===== config.mk =====
export PLATFORM = sky130hd
export DESIGN_NAME = timer16_core
export DESIGN_NICKNAME = d
export VERILOG_FILES = /design/src/design/timer16_pkg.sv /design/src/design/timer16_core.sv /design/src/design/timer16_tick_gen.sv
export SDC_FILE = /design/constraint.sdc
export NUM_CORES = 1
export LEC_CHECK = 0
export ABC_AREA = 0
export BUFFER_PORTS_ARGS = -buffer_cell sky130_fd_sc_hd__buf_2
export CAP_MARGIN = 0
export CORE_UTILIZATION = 60
export DETAILED_ROUTE_END_ITERATION = 10
export HOLD_SLACK_MARGIN = 0.12
export PLACE_DENSITY = 0.92
export SLEW_MARGIN = 20
export SYNTH_ARGS = -nofsm -noshare
export SYNTH_HDL_FRONTEND = slang
export SYNTH_SLANG_ARGS = --single-unit

===== constraint.sdc =====
create_clock -name ref_clk_i -period 7.7 [get_ports ref_clk_i]
set_input_delay 0.385 -clock ref_clk_i [delete_from_list [all_inputs] [get_ports ref_clk_i]]
set_output_delay 0.385 -clock ref_clk_i [all_outputs]
set_load 0.02 [all_outputs]

===== src/design/timer16_pkg.sv =====
// Constants and types shared by the sixteen-bit timer core
package timer16_pkg;

  // Byte addresses of the io window
  localparam logic [5:0] ADDR_CAPTURE_LOW = 6'h26;
  localparam logic [5:0] ADDR_CAPTURE_HIGH = 6'h27;
  localparam logic [5:0] ADDR_COMPARE_B_LOW = 6'h28;
  localparam logic [5:0] ADDR_COMPARE_B_HIGH = 6'h29;
  localparam logic [5:0] ADDR_COMPARE_A_LOW = 6'h2a;
  localparam logic [5:0] ADDR_COMPARE_A_HIGH = 6'h2b;
  localparam logic [5:0] ADDR_COUNT_LOW = 6'h2c;
  localparam logic [5:0] ADDR_COUNT_HIGH = 6'h2d;

  localparam logic [15:0] COUNT_ZERO = 16'h0000;
  localparam logic [15:0] COUNT_ONE = 16'h0001;
  localparam logic [15:0] COUNT_MAX = 16'hffff;
  localparam logic [15:0] TOP_8BIT = 16'h00ff;
  localparam logic [15:0] TOP_9BIT = 16'h01ff;
  localparam logic [15:0] TOP_10BIT = 16'h03ff;
  localparam logic [7:0] BYTE_ZERO = 8'h00;

  // Clock select codes
  localparam logic [2:0] CS_STOP = 3'h0;
  localparam logic [2:0] CS_DIV1 = 3'h1;
  localparam logic [2:0] CS_DIV8 = 3'h2;
  localparam logic [2:0] CS_DIV64 = 3'h3;
  localparam logic [2:0] CS_DIV256 = 3'h4;
  localparam logic [2:0] CS_DIV1024 = 3'h5;
  localparam logic [2:0] CS_EXT_FALL = 3'h6;
  localparam logic [2:0] CS_EXT_RISE = 3'h7;

  localparam int PRESCALE_WIDTH = 10;
  localparam logic [9:0] PRESCALE_ZERO = 10'h000;
  localparam logic [9:0] PRESCALE_ONE = 10'h001;
  localparam logic [9:0] MASK_DIV8 = 10'h007;
  localparam logic [9:0] MASK_DIV64 = 10'h03f;
  localparam logic [9:0] MASK_DIV256 = 10'h0ff;
  localparam logic [9:0] MASK_DIV1024 = 10'h3ff;

  // PWM resolution select
  localparam logic [1:0] PWM_OFF = 2'h0;
  localparam logic [1:0] PWM_8BIT = 2'h1;
  localparam logic [1:0] PWM_9BIT = 2'h2;
  localparam logic [1:0] PWM_10BIT = 2'h3;

  // Flag bit positions
  localparam int FLAG_OVERFLOW = 0;
  localparam int FLAG_COMPARE_B = 1;
  localparam int FLAG_COMPARE_A = 2;
  localparam int FLAG_CAPTURE = 3;
  localparam logic [3:0] FLAGS_NONE = 4'h0;

  typedef enum logic {
    DIR_UP = 1'b0,
    DIR_DOWN = 1'b1
  } count_dir_type;

endpackage


===== src/design/timer16_core.sv =====
// Sixteen-bit timer core with byte-wide io access through a shared temp byte
`timescale 1ns/10ps
module timer16_core (
  // Clock and reset
  input wire logic ref_clk_i,
  input wire logic rst_b_i,
  // Byte-wide io access
  input wire logic [5:0] io_addr_i,
  input wire logic [7:0] io_wdata_i,
  input wire logic io_write_i,
  input wire logic io_read_i,
  output logic [7:0] io_rdata_o,
  // Control bits
  input wire logic [2:0] clock_select_i,
  input wire logic clear_on_compare_a_i,
  input wire logic [1:0] pwm_mode_i,
  input wire logic capture_rising_i,
  // Flag clear, vector acknowledge or write of one
  input wire logic [3:0] flag_clear_i,
  // Pins
  input wire logic external_count_pin_i,
  input wire logic capture_input_pin_i,
  // Status
  output logic [3:0] flags_o,
  output logic [15:0] counter_value_o,
  output logic compare_a_match_o,
  output logic compare_b_match_o
);

  typedef struct packed {
    logic [15:0] counter;
    logic [15:0] compare_a;
    logic [15:0] compare_b;
    logic [15:0] capture;
    logic [7:0] temp;
    logic [7:0] rdata;
    timer16_pkg::count_dir_type dir;
    logic match_a_pend;
    logic match_b_pend;
    logic [3:0] flags;
    logic cap_meta;
    logic cap_sync;
    logic cap_prev;
  } core_state_type;

  core_state_type st;
  core_state_type next_st;

  logic tick;
  logic pwm_on;
  logic [15:0] pwm_top;
  logic wr_count_low;
  logic wr_count_high;
  logic wr_cmp_a_low;
  logic wr_cmp_b_low;
  logic wr_any_high;
  logic rd_count_low;
  logic rd_capture_low;
  logic ctc_clear;
  logic cap_edge;
  logic [15:0] counted;
  logic [3:0] flag_set;

  timer16_tick_gen u_tick_gen (
    .ref_clk_i(ref_clk_i),
    .rst_b_i(rst_b_i),
    .clock_select_i(clock_select_i),
    .external_count_pin_i(external_count_pin_i),
    .tick_o(tick)
  );

  function automatic logic io_hit(input logic strobe,
                                  input logic [5:0] addr,
                                  input logic [5:0] target);
    io_hit = strobe && (addr == target);
  endfunction

  always_comb begin
    case (pwm_mode_i)
      timer16_pkg::PWM_8BIT: pwm_top = timer16_pkg::TOP_8BIT;
      timer16_pkg::PWM_9BIT: pwm_top = timer16_pkg::TOP_9BIT;
      timer16_pkg::PWM_10BIT: pwm_top = timer16_pkg::TOP_10BIT;
      default: pwm_top = timer16_pkg::COUNT_MAX;
    endcase
  end

  assign pwm_on = pwm_mode_i != timer16_pkg::PWM_OFF;
  assign wr_count_low = io_hit(io_write_i, io_addr_i,
                               timer16_pkg::ADDR_COUNT_LOW);
  assign wr_count_high = io_hit(io_write_i, io_addr_i,
                                timer16_pkg::ADDR_COUNT_HIGH);
  assign wr_cmp_a_low = io_hit(io_write_i, io_addr_i,
                               timer16_pkg::ADDR_COMPARE_A_LOW);
  assign wr_cmp_b_low = io_hit(io_write_i, io_addr_i,
                               timer16_pkg::ADDR_COMPARE_B_LOW);
  assign wr_any_high = wr_count_high
    || io_hit(io_write_i, io_addr_i, timer16_pkg::ADDR_COMPARE_A_HIGH)
    || io_hit(io_write_i, io_addr_i, timer16_pkg::ADDR_COMPARE_B_HIGH);
  assign rd_count_low = io_hit(io_read_i, io_addr_i,
                               timer16_pkg::ADDR_COUNT_LOW);
  assign rd_capture_low = io_hit(io_read_i, io_addr_i,
                                 timer16_pkg::ADDR_CAPTURE_LOW);
  assign ctc_clear = st.match_a_pend && clear_on_compare_a_i
    && !pwm_on;
  assign cap_edge = capture_rising_i ? (!st.cap_prev && st.cap_sync)
                                     : (st.cap_prev && !st.cap_sync);

  // Next count value on a tick, up or up/down
  always_comb begin
    counted = st.counter;
    if (!pwm_on) begin
      counted = st.counter + timer16_pkg::COUNT_ONE;
    end else if (st.dir == timer16_pkg::DIR_UP) begin
      if (st.counter >= pwm_top) begin
        counted = st.counter - timer16_pkg::COUNT_ONE;
      end else begin
        counted = st.counter + timer16_pkg::COUNT_ONE;
      end
    end else begin
      if (st.counter == timer16_pkg::COUNT_ZERO) begin
        counted = st.counter + timer16_pkg::COUNT_ONE;
      end else begin
        counted = st.counter - timer16_pkg::COUNT_ONE;
      end
    end
  end

  always_comb begin
    next_st = st;
    flag_set = timer16_pkg::FLAGS_NONE;
    next_st.match_a_pend = 1'b0;
    next_st.match_b_pend = 1'b0;
    next_st.cap_meta = capture_input_pin_i;
    next_st.cap_sync = st.cap_meta;
    next_st.cap_prev = st.cap_sync;

    // Match is registered, so flags land one cycle after the event
    flag_set[timer16_pkg::FLAG_COMPARE_A] = st.match_a_pend;
    flag_set[timer16_pkg::FLAG_COMPARE_B] = st.match_b_pend;

    if (tick) begin
      next_st.counter = counted;
      if (pwm_on) begin
        if (st.dir == timer16_pkg::DIR_UP && st.counter >= pwm_top) begin
          next_st.dir = timer16_pkg::DIR_DOWN;
        end else if (st.counter == timer16_pkg::COUNT_ZERO) begin
          next_st.dir = timer16_pkg::DIR_UP;
          flag_set[timer16_pkg::FLAG_OVERFLOW] = 1'b1;
        end
      end else if (st.counter == timer16_pkg::COUNT_MAX) begin
        flag_set[timer16_pkg::FLAG_OVERFLOW] = 1'b1;
      end
      next_st.match_a_pend = counted == st.compare_a;
      next_st.match_b_pend = counted == st.compare_b;
    end

    // One cycle late, hence a prescaled period shorter above divide by one
    if (ctc_clear) begin
      next_st.counter = timer16_pkg::COUNT_ZERO;
      next_st.match_a_pend = 1'b0;
      next_st.match_b_pend = 1'b0;
      if (!tick) begin
        flag_set[timer16_pkg::FLAG_OVERFLOW] = 1'b0;
      end
    end

    if (cap_edge) begin
      next_st.capture = st.counter;
      flag_set[timer16_pkg::FLAG_CAPTURE] = 1'b1;
    end

    // Set wins over a clear in the same cycle
    next_st.flags = (st.flags & ~flag_clear_i) | flag_set;

    // Temp byte is shared, so interleaved accesses corrupt each other
    if (wr_any_high) begin
      next_st.temp = io_wdata_i;
    end
    if (wr_count_low) begin
      next_st.counter = {st.temp, io_wdata_i};
      next_st.match_a_pend = 1'b0;
      next_st.match_b_pend = 1'b0;
    end
    if (wr_cmp_a_low) begin
      next_st.compare_a = {st.temp, io_wdata_i};
    end
    if (wr_cmp_b_low) begin
      next_st.compare_b = {st.temp, io_wdata_i};
    end

    if (io_read_i) begin
      case (io_addr_i)
        timer16_pkg::ADDR_COUNT_LOW: begin
          next_st.rdata = st.counter[7:0];
          next_st.temp = st.counter[15:8];
        end
        timer16_pkg::ADDR_CAPTURE_LOW: begin
          next_st.rdata = st.capture[7:0];
          next_st.temp = st.capture[15:8];
        end
        timer16_pkg::ADDR_COUNT_HIGH: next_st.rdata = st.temp;
        timer16_pkg::ADDR_CAPTURE_HIGH: next_st.rdata = st.temp;
        timer16_pkg::ADDR_COMPARE_A_LOW: next_st.rdata = st.compare_a[7:0];
        timer16_pkg::ADDR_COMPARE_A_HIGH:
          next_st.rdata = st.compare_a[15:8];
        timer16_pkg::ADDR_COMPARE_B_LOW: next_st.rdata = st.compare_b[7:0];
        timer16_pkg::ADDR_COMPARE_B_HIGH:
          next_st.rdata = st.compare_b[15:8];
        default: next_st.rdata = timer16_pkg::BYTE_ZERO;
      endcase
    end
  end

  // Capture has no write path at all
  always_ff @(posedge ref_clk_i or negedge rst_b_i) begin
    if (!rst_b_i) begin
      st <= '0;
    end else begin
      st <= next_st;
    end
  end

  assign io_rdata_o = st.rdata;
  assign flags_o = st.flags;
  assign counter_value_o = st.counter;
  assign compare_a_match_o = st.match_a_pend;
  assign compare_b_match_o = st.match_b_pend;
endmodule // timer16_core


===== src/design/timer16_tick_gen.sv =====
// Prescaler and external count pin edge detector for the timer core
`timescale 1ns/10ps
module timer16_tick_gen (
  // Clock and reset
  input wire logic ref_clk_i,
  input wire logic rst_b_i,
  // Source select
  input wire logic [2:0] clock_select_i,
  // Pin
  input wire logic external_count_pin_i,
  // Count enable for the counter
  output logic tick_o
);

  typedef struct packed {
    logic [timer16_pkg::PRESCALE_WIDTH-1:0] prescale;
    logic pin_meta;
    logic pin_sync;
    logic pin_prev;
  } tick_state_type;

  tick_state_type st;
  tick_state_type next_st;

  function automatic logic div_done(input logic [9:0] cnt,
                                    input logic [9:0] mask);
    div_done = (cnt & mask) == mask;
  endfunction

  // Prescaler free-runs so every division stays phase locked to the clock
  always_comb begin
    next_st = st;
    next_st.prescale = st.prescale + timer16_pkg::PRESCALE_ONE;
    next_st.pin_meta = external_count_pin_i;
    next_st.pin_sync = st.pin_meta;
    next_st.pin_prev = st.pin_sync;
  end

  always_ff @(posedge ref_clk_i or negedge rst_b_i) begin
    if (!rst_b_i) begin
      st <= '0;
    end else begin
      st <= next_st;
    end
  end

  always_comb begin
    case (clock_select_i)
      timer16_pkg::CS_STOP: tick_o = 1'b0;
      timer16_pkg::CS_DIV1: tick_o = 1'b1;
      timer16_pkg::CS_DIV8:
        tick_o = div_done(st.prescale, timer16_pkg::MASK_DIV8);
      timer16_pkg::CS_DIV64:
        tick_o = div_done(st.prescale, timer16_pkg::MASK_DIV64);
      timer16_pkg::CS_DIV256:
        tick_o = div_done(st.prescale, timer16_pkg::MASK_DIV256);
      timer16_pkg::CS_DIV1024:
        tick_o = div_done(st.prescale, timer16_pkg::MASK_DIV1024);
      timer16_pkg::CS_EXT_FALL: tick_o = st.pin_prev && !st.pin_sync;
      timer16_pkg::CS_EXT_RISE: tick_o = !st.pin_prev && st.pin_sync;
      default: tick_o = 1'b0;
    endcase
  end

endmodule // timer16_tick_gen


==> results of run 1 <==
==> synthesized netlist by cell type, types with 5 or more instances <==
cell type  count  area, um2
a21o_1         9      67.56
a21oi_1       39      195.2
a221oi_1       8      70.07
a222oi_1       8      80.08
a22o_1         8      70.07
a22oi_1        9      67.56
a2bb2oi_1      5      43.79
a31oi_1       17      106.4
and3_1        14      87.58
and4_1         7      61.31
buf_2          5      25.02
buf_4         28      210.2
clkbuf_1      36      135.1
dfrtp_1      103       2577
ha_1          15      187.7
inv_1         26      97.59
mux2_2        41      461.7
mux2i_1       12      120.1
nand2_1       51      191.4
nand2b_1       5      31.28
nand3_1       22      110.1
nand4_1       12      75.07
nor2_1        34      127.6
nor2b_1        5      31.28
nor3_1         6      30.03
nor4_1         6      37.54
o21a_1         5      37.54
o21ai_0       47      235.2
o22ai_1        9      56.30
or3_1          5      31.28
xnor2_1       48      420.4
xor2_1        18      157.7
==> routing by layer <==
metal,vias to the layer above,global-route usage (%)
met5,-,0
met4,0,20.57
met3,94,8.846
met2,431,59.39
met1,3038,50.10
li1,2701,-
==> final cells by class <==
type / count / area [um2]
Clock buffer: 10 / 239.0
Clock inverter: 6 / 66.31
Fill cell: 856 / 3615
Inverter: 26 / 97.59
Multi-Input combinational cell: 531 / 3850
Sequential cell: 103 / 2577
Tap cell: 140 / 175.2
Timing Repair Buffer: 74 / 410.4
==> worst min path at each step <==
| stage | end | from | slack, ns |
|---|---|---|---|
| after global routing | u_tick_gen.next_st[1] | external_count_pin_i | 0.13 |
| after floorplan | compare_a_match_o | rst_b_i | 0.09 |
| after CTS | u_tick_gen.next_st[1] | external_count_pin_i | 0.13 |
| after global placement | u_tick_gen.next_st[0] | u_tick_gen.next_st[1] | 0.33 |
| after detailed placement | flags_o[0] | rst_b_i | 0.34 |
| final | u_tick_gen.next_st[1] | external_count_pin_i | 0.14 |
==> critical path, cell delays in order, from the launching register on <==
cell and delay (ns):
dfrtp_1 0.84, ha_1 0.38, a211oi_1 0.37, o21a_1 0.24, o211ai_1 0.25, nand2_4 0.27, mux2_4 0.35, xnor2_1 0.12
or4_1 0.55, nor4_2 0.22
==> registers in the layout, summed over array words and instances (netlist names) <==
signal              count
u_tick_gen.st          11
u_tick_gen.next_st      2
compare_b_match_o       1
next_st                 2
compare_a_match_o       1
counter_value_o        16
io_rdata_o              8
flags_o                 4
st                     58
==> power groups by stage <==
stage | registers [uW] | logic [uW] | clock network [uW]
2_1_floorplan | 698 | 542 | 0
3_3_place_gp | 787 | 623 | 0
3_5_place_dp | 792 | 635 | 0
4_1_cts | 783 | 639 | 482
5_1_grt | 801 | 701 | 500
6_report | 793 | 657 | 478
==> through the flow <==
stage	utilization, %	power (uW)
2_1_floorplan	-	1239
3_3_place_gp	64.24	1409
3_5_place_dp	64.30	1427
4_1_cts	67.16	1903
5_1_grt	67.23	2002
6_report	67.23	1928
==> logic make-up after synthesis <==
family	synth area share (%)
simple gates	16.20
compound gates	19.18
flops	37.34
buf+inv	7.323
xor+xnor	8.374
mux	8.864
fa+ha+maj	2.719
==> impl_metrics.ini, run 1 <==
[run_status]
status = finished clean

[die]
die_w_um = 109.3
design.portCount = 61
die_h_um = 109.3
design.core.area_um2 = 11030
rows = 38
dieArea_um2 = 11940
initial_core_util_pct = 62.58

[synthesis]
synth_area_um2 = 6903
yosysUniqueCellTypes = 69
synthCells = 735
syn_nets = 781
synth-edff-count = 0
yosysWarnings = 0
synth_seq_cells = 103
synthArstFlopShare_pct = 100.0
avgSynthCellArea_um2 = 9.392
ys.flop_type = dfrtp_1
ys_seq_area_share_pct = 37.34

[timing]
finalSetupTns_ns = 0
relSlewSlack_pct = 33.74
rsz0062_at_grt = false
hold_viol_final = 0
slew_viol_final = 0
fin_crit_ns = 3.716
whs_ns = 0.1395
finalWorstSetupSlack_ns = 3.984
fin_crit_sh_pct = 48.26
setup_viol = 0
max_freq_mhz = 269.1
worstMarginPinSlew_ns = 0.9938
fin_skew_ns = 0.008761

[drt]
first_iter_violations = 897
maxUsedRoutingLayer = met4
route.met2.wl_um = 9906
wl_met3_um = 2257
wirelength_met1_um = 8483
vias = 6264
drc = 0
antenna_left = 0
viasPerCell = 7.038
avgRoutedWirePerCell_um = 24.46
drt_pass1_iterations = 5
drt_wl_total_um = 21770

[cells_and_area]
layout-drive-gt1-share_pct = 20.93
final_cell_mix = dfrtp_1 (103), buf_2 (59), nand2_1 (51)
diodes = 0
syn2layout_area_growth_pct = 7.432
stdcell_area_um2 = 7416
final_cell_count_no_fill = 890
fin_nets = 791
layout_commonest_cell = dfrtp_1

[clock_tree]
clock-sinks = 103
cts-resized-gates = 0
h-tree-depth = 3
clkTransAtPathRegs_ns = 0.07
clockBufferDepth = 2
postCtsHoldBufs = 1
clock_latency_ns = 0.36
clockRootBuffer = clkbuf_16
cts_buffers = 9
cts_tree = yes
post-cts-setup-buffers = 0

[grt]
grt_pass1_vias = 6086
antenna_found_initial = 0
grt_max_degree = 77
grt_pass1_wl_um = 33660
grtUsageTotal_pct = 38.42
grt_overflow = 0

[power]
pwr-share-seq_pct = 41.1
power_switching_uw = 779.5
intPower_uw = 1149
total_leakage_power_uw = 0.003335
power_frac_comb_pct = 34.1
clkPwrFrac_pct = 24.8
ir_drop_mv = 0.2060
p_sw_share_pct = 40.43
p_per_area_nw_per_um2 = 260.0

[placed_design]
place_area_um2 = 7093
dp_cells = 873
hpwl_um = 15340
place_ws_ns = 3.818
gp_congestion = 0.9734
portBuffers = 60

[setup_path]
endpoint_kind = register
worstPathMaxFanout = 16
startpoint = counter_value_o[13]
timing.rr.end = compare_b_match_o
r2r_setup_slack_ns = 3.98
start_kind = register
crit_required_ns = 7.96
worstPathArrival_ns = 3.97
r2r_cells = 9
critPathKind = register to register
worst_r2r_startpoint = counter_value_o[13]
endpoint = compare_b_match_o

[min_path]
hold_path_depth = 1
hp-class = input port to register

[job]
maxCapViolCount = 0
No activity file was read; power rests on OpenSTA's default activity.
==> run 2, diff against run 1 <==
ABC_AREA = 1   (was 0)
CORE_UTILIZATION = 55   (was 60)
PLACE_DENSITY = 0.9   (was 0.92)
clock period = 3.4 ns   (was 7.7 ns; I/O delays follow)
==> run 2 against run 1 <==
Against the previous run: register-to-register slack got worse by 3.4 ns; global-route usage fell by 2.9 points; sequential power rose by 130%; final cell count rose by 26%; worst hold slack got worse by 0.011 ns; via count rose by 5.3%; fmax rose by 33%; largest power group is now combinational cells; critical path depth rose by 5; core utilization fell by 6.1 points; count of clock-buffer cells in the layout did not move; largest cell class unchanged; critical endpoint unchanged; synthesized area fell by 2.0%.
==> impl_metrics.ini, run 2 <==
[drt]
first_iter_violations = 708
drc = 0
viasPerCell = 5.875
drt_pass1_iterations = 6
vias = 6598
antenna_left = 0
drt_wl_total_um = 21130
avgRoutedWirePerCell_um = 18.81

[setup_path]
critPathKind = register to register
r2r_cells = 14
start_kind = register
timing.rr.end = compare_b_match_o
endpoint_kind = register
crit_required_ns = 3.69
worstPathArrival_ns = 3.07
worst_r2r_startpoint = counter_value_o[13]
r2r_setup_slack_ns = 0.61
worstPathMaxFanout = 20

[placed_design]
hpwl_um = 16110
place_area_um2 = 6979
portBuffers = 60
gp_congestion = 1.005

[cells_and_area]
multi_input_area_um2 = 3307
syn2layout_area_growth_pct = 8.506
num-fill-cells = 1099
stdcell_area_um2 = 7342
layout_commonest_cell = nand2_1
diodes = 0
largest_reg_flops = 58
area.sequential_um2 = 2577
fin_nets = 1017
regMostFlops = st
layout-drive-gt1-share_pct = 11.99
final_cell_mix = nand2_1 (245), inv_1 (122), dfrtp_1 (103)

[synthesis]
yosysWarnings = 0
synth_seq_cells = 103
synthArstFlopShare_pct = 100.0
ys_top_cells_by_count = nand2_1 (245), inv_1 (122), dfrtp_1 (103), nor2_1 (81), o21ai_0 (79)
synth.top_cells.by_area = dfrtp_1 (38%), nand2_1 (14%), inv_1 (6.8%), o21ai_0 (5.8%), nand3_1 (5.5%)
synth_area_leader_cell = dfrtp_1
avgSynthCellArea_um2 = 7.214
ys_seq_area_share_pct = 38.09
synth-edff-count = 0
yosysMostFrequentCell = nand2_1
synth_area_um2 = 6766
syn_nets = 984
synth_top_area_share_pct = 38.09
ys.flop_type = dfrtp_1
yosysUniqueCellTypes = 47
synthCells = 938

[timing]
slew_viol_final = 0
hold_viol_final = 0
setup_viol = 0
relSlewSlack_pct = 33.66
rsz0062_at_grt = false
fin_crit_ns = 2.786
whs_ns = 0.1287
finalSetupTns_ns = 0
fin_crit_sh_pct = 81.95
fin_skew_ns = 0.01383
worstMarginPinSlew_ns = 0.9927
max_freq_mhz = 358.9

[power]
clkPwrFrac_pct = 20.0
pwr-share-seq_pct = 34.4
total_leakage_power_uw = 0.003623
p_per_area_nw_per_um2 = 714.7
p_sw_share_pct = 47.35
power_switching_uw = 2484
intPower_uw = 2763
power_frac_comb_pct = 45.6
p_total_uw = 5247
ir_drop_mv = 0.3214

[min_path]
hold_start = io_wdata_i[0]
worst_hold_path.endpoint = st[42]
hold_path_depth = 3
hp-class = input port to register

[die]
die_w_um = 112.9
dieArea_um2 = 12750
design.core.area_um2 = 12010
design.portCount = 61
rows = 40
initial_core_util_pct = 56.33
die_h_um = 112.9

[clock_tree]
clock_latency_ns = 0.36
clockRootBuffer = clkbuf_16
cts_tree = yes
clockBufferDepth = 2
cts-resized-gates = 0
clkTransAtPathRegs_ns = 0.08
clock-sinks = 103
h-tree-depth = 3
post-cts-setup-buffers = 0
postCtsHoldBufs = 7
cts_buffers = 9

[grt]
grt_overflow = 0
grt_pass1_wl_um = 34140
grtUsageTotal_pct = 35.51
antenna_found_initial = 0
grt_pass1_vias = 6391
grt_max_degree = 58

[job]
maxCapViolCount = 0

[run_status]
status = finished clean
run 2: cell count changes after synthesis, moves of 32 or more:
cell     before  now
inv_1        26  122
mux2_2       41    0
o21ai_0      47   79
xnor2_1      48    1
nand3_1      22   75
nor2_1       34   81
nand2_1      51  245
run 2: metrics by stage:
step | cells | util (%) | setup slack [ns]
3_5_place_dp | 1100 | 58.10 | 0.3127
6_report | 1123 | 61.12 | 0.6137
2_1_floorplan | 938 | - | 0.9350
4_1_cts | 1123 | 61.12 | 0.6785
5_1_grt | 1123 | 61.12 | 0.3721
3_3_place_gp | 1100 | 58.10 | 0.3982
run 2: cells by family after synthesis:
| family | synth area share (%) |
|---|---|
| buffers and inverters | 13.04 |
| AOI/OAI and AO/OA | 12.98 |
| and+or+nand+nor | 28.98 |
| adders and majority gates | 2.774 |
| DFF | 38.09 |
| xor gates and xnor gates | 4.142 |
run 2: final cells by class:
class	instances	share of cell area [%]
multi-input combinational	648	45.04
sequential	103	35.11
timing repair buffer	83	6.885
inverter	126	6.476
clock buffer	10	3.119
tap	147	2.505
clock inverter	6	0.8691
run 2: power groups by stage:
stage | logic, uW | registers (uW) | clock network (uW)
6_report | 2390 | 1810 | 1050
5_1_grt | 2620 | 1830 | 1100
4_1_cts | 2330 | 1790 | 1050
3_5_place_dp | 2310 | 1810 | 0
3_3_place_gp | 2270 | 1810 | 0
2_1_floorplan | 1830 | 1660 | 0
run 2: worst max-delay path by stage:
stage	startpoint	end	slack, ns	cells past startpoint
after floorplan	pwm_mode_i[1]	compare_b_match_o	0.93	19
after global placement	pwm_mode_i[1]	compare_b_match_o	0.40	17
after detailed placement	pwm_mode_i[1]	compare_b_match_o	0.31	17
after CTS	counter_value_o[13]	compare_b_match_o	0.68	14
after global routing	pwm_mode_i[1]	compare_b_match_o	0.37	17
final	counter_value_o[13]	compare_b_match_o	0.61	14
run 2: per-layer routing:
| metal | GRT usage (%) | up-vias | part of all wire (%) |
|---|---|---|---|
| met5 | 0 | - | 0 |
| met4 | 19.04 | 0 | 5.1 |
| met3 | 8.141 | 76 | 10 |
| met2 | 53.79 | 416 | 43 |
| met1 | 47.61 | 3029 | 42 |
| li1 | - | 3077 | - |
run 2: critical path, stage by stage (launching register included):
cell and delay [ns]:
dfrtp_1 0.60, ha_1 0.32, nand2_1 0.07, a21oi_1 0.06, nor2_1 0.22, nand4_4 0.34
nand2_4 0.33, nand2_1 0.16, nand3_1 0.12, nand2_1 0.06, nor2_1 0.13, nand2_1 0.07
nor2_1 0.10, nand2_1 0.06, nor2_1 0.08
==> run 3, diff against run 2 <==
CORE_UTILIZATION = 60   (was 55)
PLACE_DENSITY = 0.92   (was 0.9)
clock period = 2.62 ns   (was 3.4 ns; I/O delays follow)
==> run 3 against run 2 <==
Against the previous run: critical path depth is 1 higher; core utilization increased by 8.8 points; critical endpoint is now compare_a_match_o; largest cell class unchanged; critical path type unchanged; fmax up 12%; die area shrank 8.2%; clock power grew 30%.
==> impl_metrics.ini, run 3 (synthesized netlist as in run 2, its figures left out) <==
[run_status]
status = finished clean

[grt]
grt_pass1_wl_um = 33240
grtUsageTotal_pct = 38.96
grt_pass1_vias = 6174
grt_max_degree = 57
grt_overflow = 0
antenna_found_initial = 0

[timing]
setup_viol = 0
relSlewSlack_pct = 54.86
fin_skew_ns = 0.01245
worstMarginPinSlew_ns = 0.6725
rsz0062_at_grt = false
finalSetupTns_ns = 0
max_freq_mhz = 403.5
hold_viol_final = 0
slew_viol_final = 0
fin_crit_sh_pct = 94.58
fin_crit_ns = 2.478

[cells_and_area]
final_cell_count_no_fill = 1148
syn2layout_area_growth_pct = 13.02
final_cell_mix = nand2_1 (245), inv_1 (122), dfrtp_1 (102)
num-fill-cells = 946
regMostFlops = st
layout_commonest_cell = nand2_1
largest_reg_flops = 58
layout-drive-gt1-share_pct = 14.30
postLayoutCoreUtil_pct = 69.93
multi_input_area_um2 = 3336
area.sequential_um2 = 2579
fin_nets = 1048

[min_path]
hp-class = input port to async pin

[setup_path]
max_stage_delay_ns = 0.47
start_kind = register
critPathKind = register to register
crit_required_ns = 2.91
r2r_cells = 15
cpMostUsedCell = nand2_1
worstPathArrival_ns = 2.77
path_cells = inv_1 > ha_1 > inv_1 > nor2_2 > nand2_1 > o21ai_0 > nand2_1 > nand3b_1 > nand3_1 > nand2_1 > nor2_1 > nand2_1 > nor2_1 > nand2_1 > nor2_1
worstPathMaxFanout = 6
crit_slowest_cell = dfrtp_2
endpoint_kind = register

[power]
total_leakage_power_uw = 0.003774
p_per_area_nw_per_um2 = 913.9
ir_drop_mv = 0.7643

[drt]
drt_wl_total_um = 21400
drc = 0
first_iter_violations = 840
avgRoutedWirePerCell_um = 18.64
vias = 6703
antenna_left = 0
viasPerCell = 5.839
drt_pass1_iterations = 7

[clock_tree]
h-tree-depth = 3
post-cts-setup-buffers = 0
cts_tree = yes
clockRootBuffer = clkbuf_16
clkTransAtPathRegs_ns = 0.08
clock_latency_ns = 0.37
cts_buffers = 9
clockBufferDepth = 2
clock-sinks = 103

[placed_design]
dp_cells = 1115
gp_congestion = 1.009
hpwl_um = 16480
portBuffers = 60

[die]
design.portCount = 61
die_h_um = 108.2
die_w_um = 108.2
dieArea_um2 = 11710
initial_core_util_pct = 61.88
rows = 38
design.core.area_um2 = 10940

[job]
maxCapViolCount = 0
run 3: per-stage QoR:
step | hold WS (ns) | total power (uW) | cell area [um2] | setup slack (ns)
6_report | 0.1894 | 6989 | 7647 | 0.1419
5_1_grt | 0.2113 | 7383 | 7645 | 0.007084
4_1_cts | 0.1932 | 6860 | 7611 | 0.1599
3_5_place_dp | 0.03290 | 5478 | 7148 | 0.008214
3_3_place_gp | 0.03129 | 5445 | 7148 | 0.04447
2_1_floorplan | -0.1646 | 4527 | 6766 | 0.1940
run 3: routing by layer:
layer | global-route usage (%) | routed length (um) | up-vias
met5 | 0 | 0 | -
met4 | 16.44 | 782 | 0
met3 | 9.644 | 2504 | 71
met2 | 58.74 | 9434 | 426
met1 | 53.41 | 8678 | 3078
li1 | - | - | 3128
run 3: repair_timing:
| action | CTS | global route |
|---|---|---|
| setup endpoints to repair | 0 | 2 |
| hold buffers | 16 | 0 |
| endpoints found under the hold margin | 126 | 0 |
| resized for setup | 0 | 8 |
run 3: worst paths after layout:
path                                    start  slack, ns                  to
hold reg to reg                    next_st[1]       0.37          next_st[0]
setup reg to reg           counter_value_o[1]       0.14   compare_a_match_o
min in group ref_clk_i             io_write_i       0.21  counter_value_o[5]
setup / recovery           counter_value_o[1]       0.14   compare_a_match_o
max in group asynchronous             rst_b_i       1.75       io_rdata_o[3]
hold / removal                        rst_b_i       0.19  counter_value_o[7]
run 3: area by class of cell:
cell class                      instances  share of cell area [%]
Multi-Input combinational cell        648                   43.62
Sequential cell                       103                   33.72
Timing Repair Buffer                  114                   10.16
Inverter                              126                   6.217
Clock buffer                           10                   3.125
Tap cell                              140                   2.291
Clock inverter                          6                  0.8344
Antenna cell                            1                 0.03272
run 3: where the power goes:
group          switching (uW)  internal [uW]
logic                    2170           1110
registers                 409           1920
clock network             673            696
total                    3260           3730
run 3: critical path, delay by kind of cell, from the launching register on:
kind,cells,cell delay [ns]
compound gates,1,0.16
buf+inv,2,0.28
fa+ha+maj,1,0.25
simple gates,11,1.23
flops,1,0.47
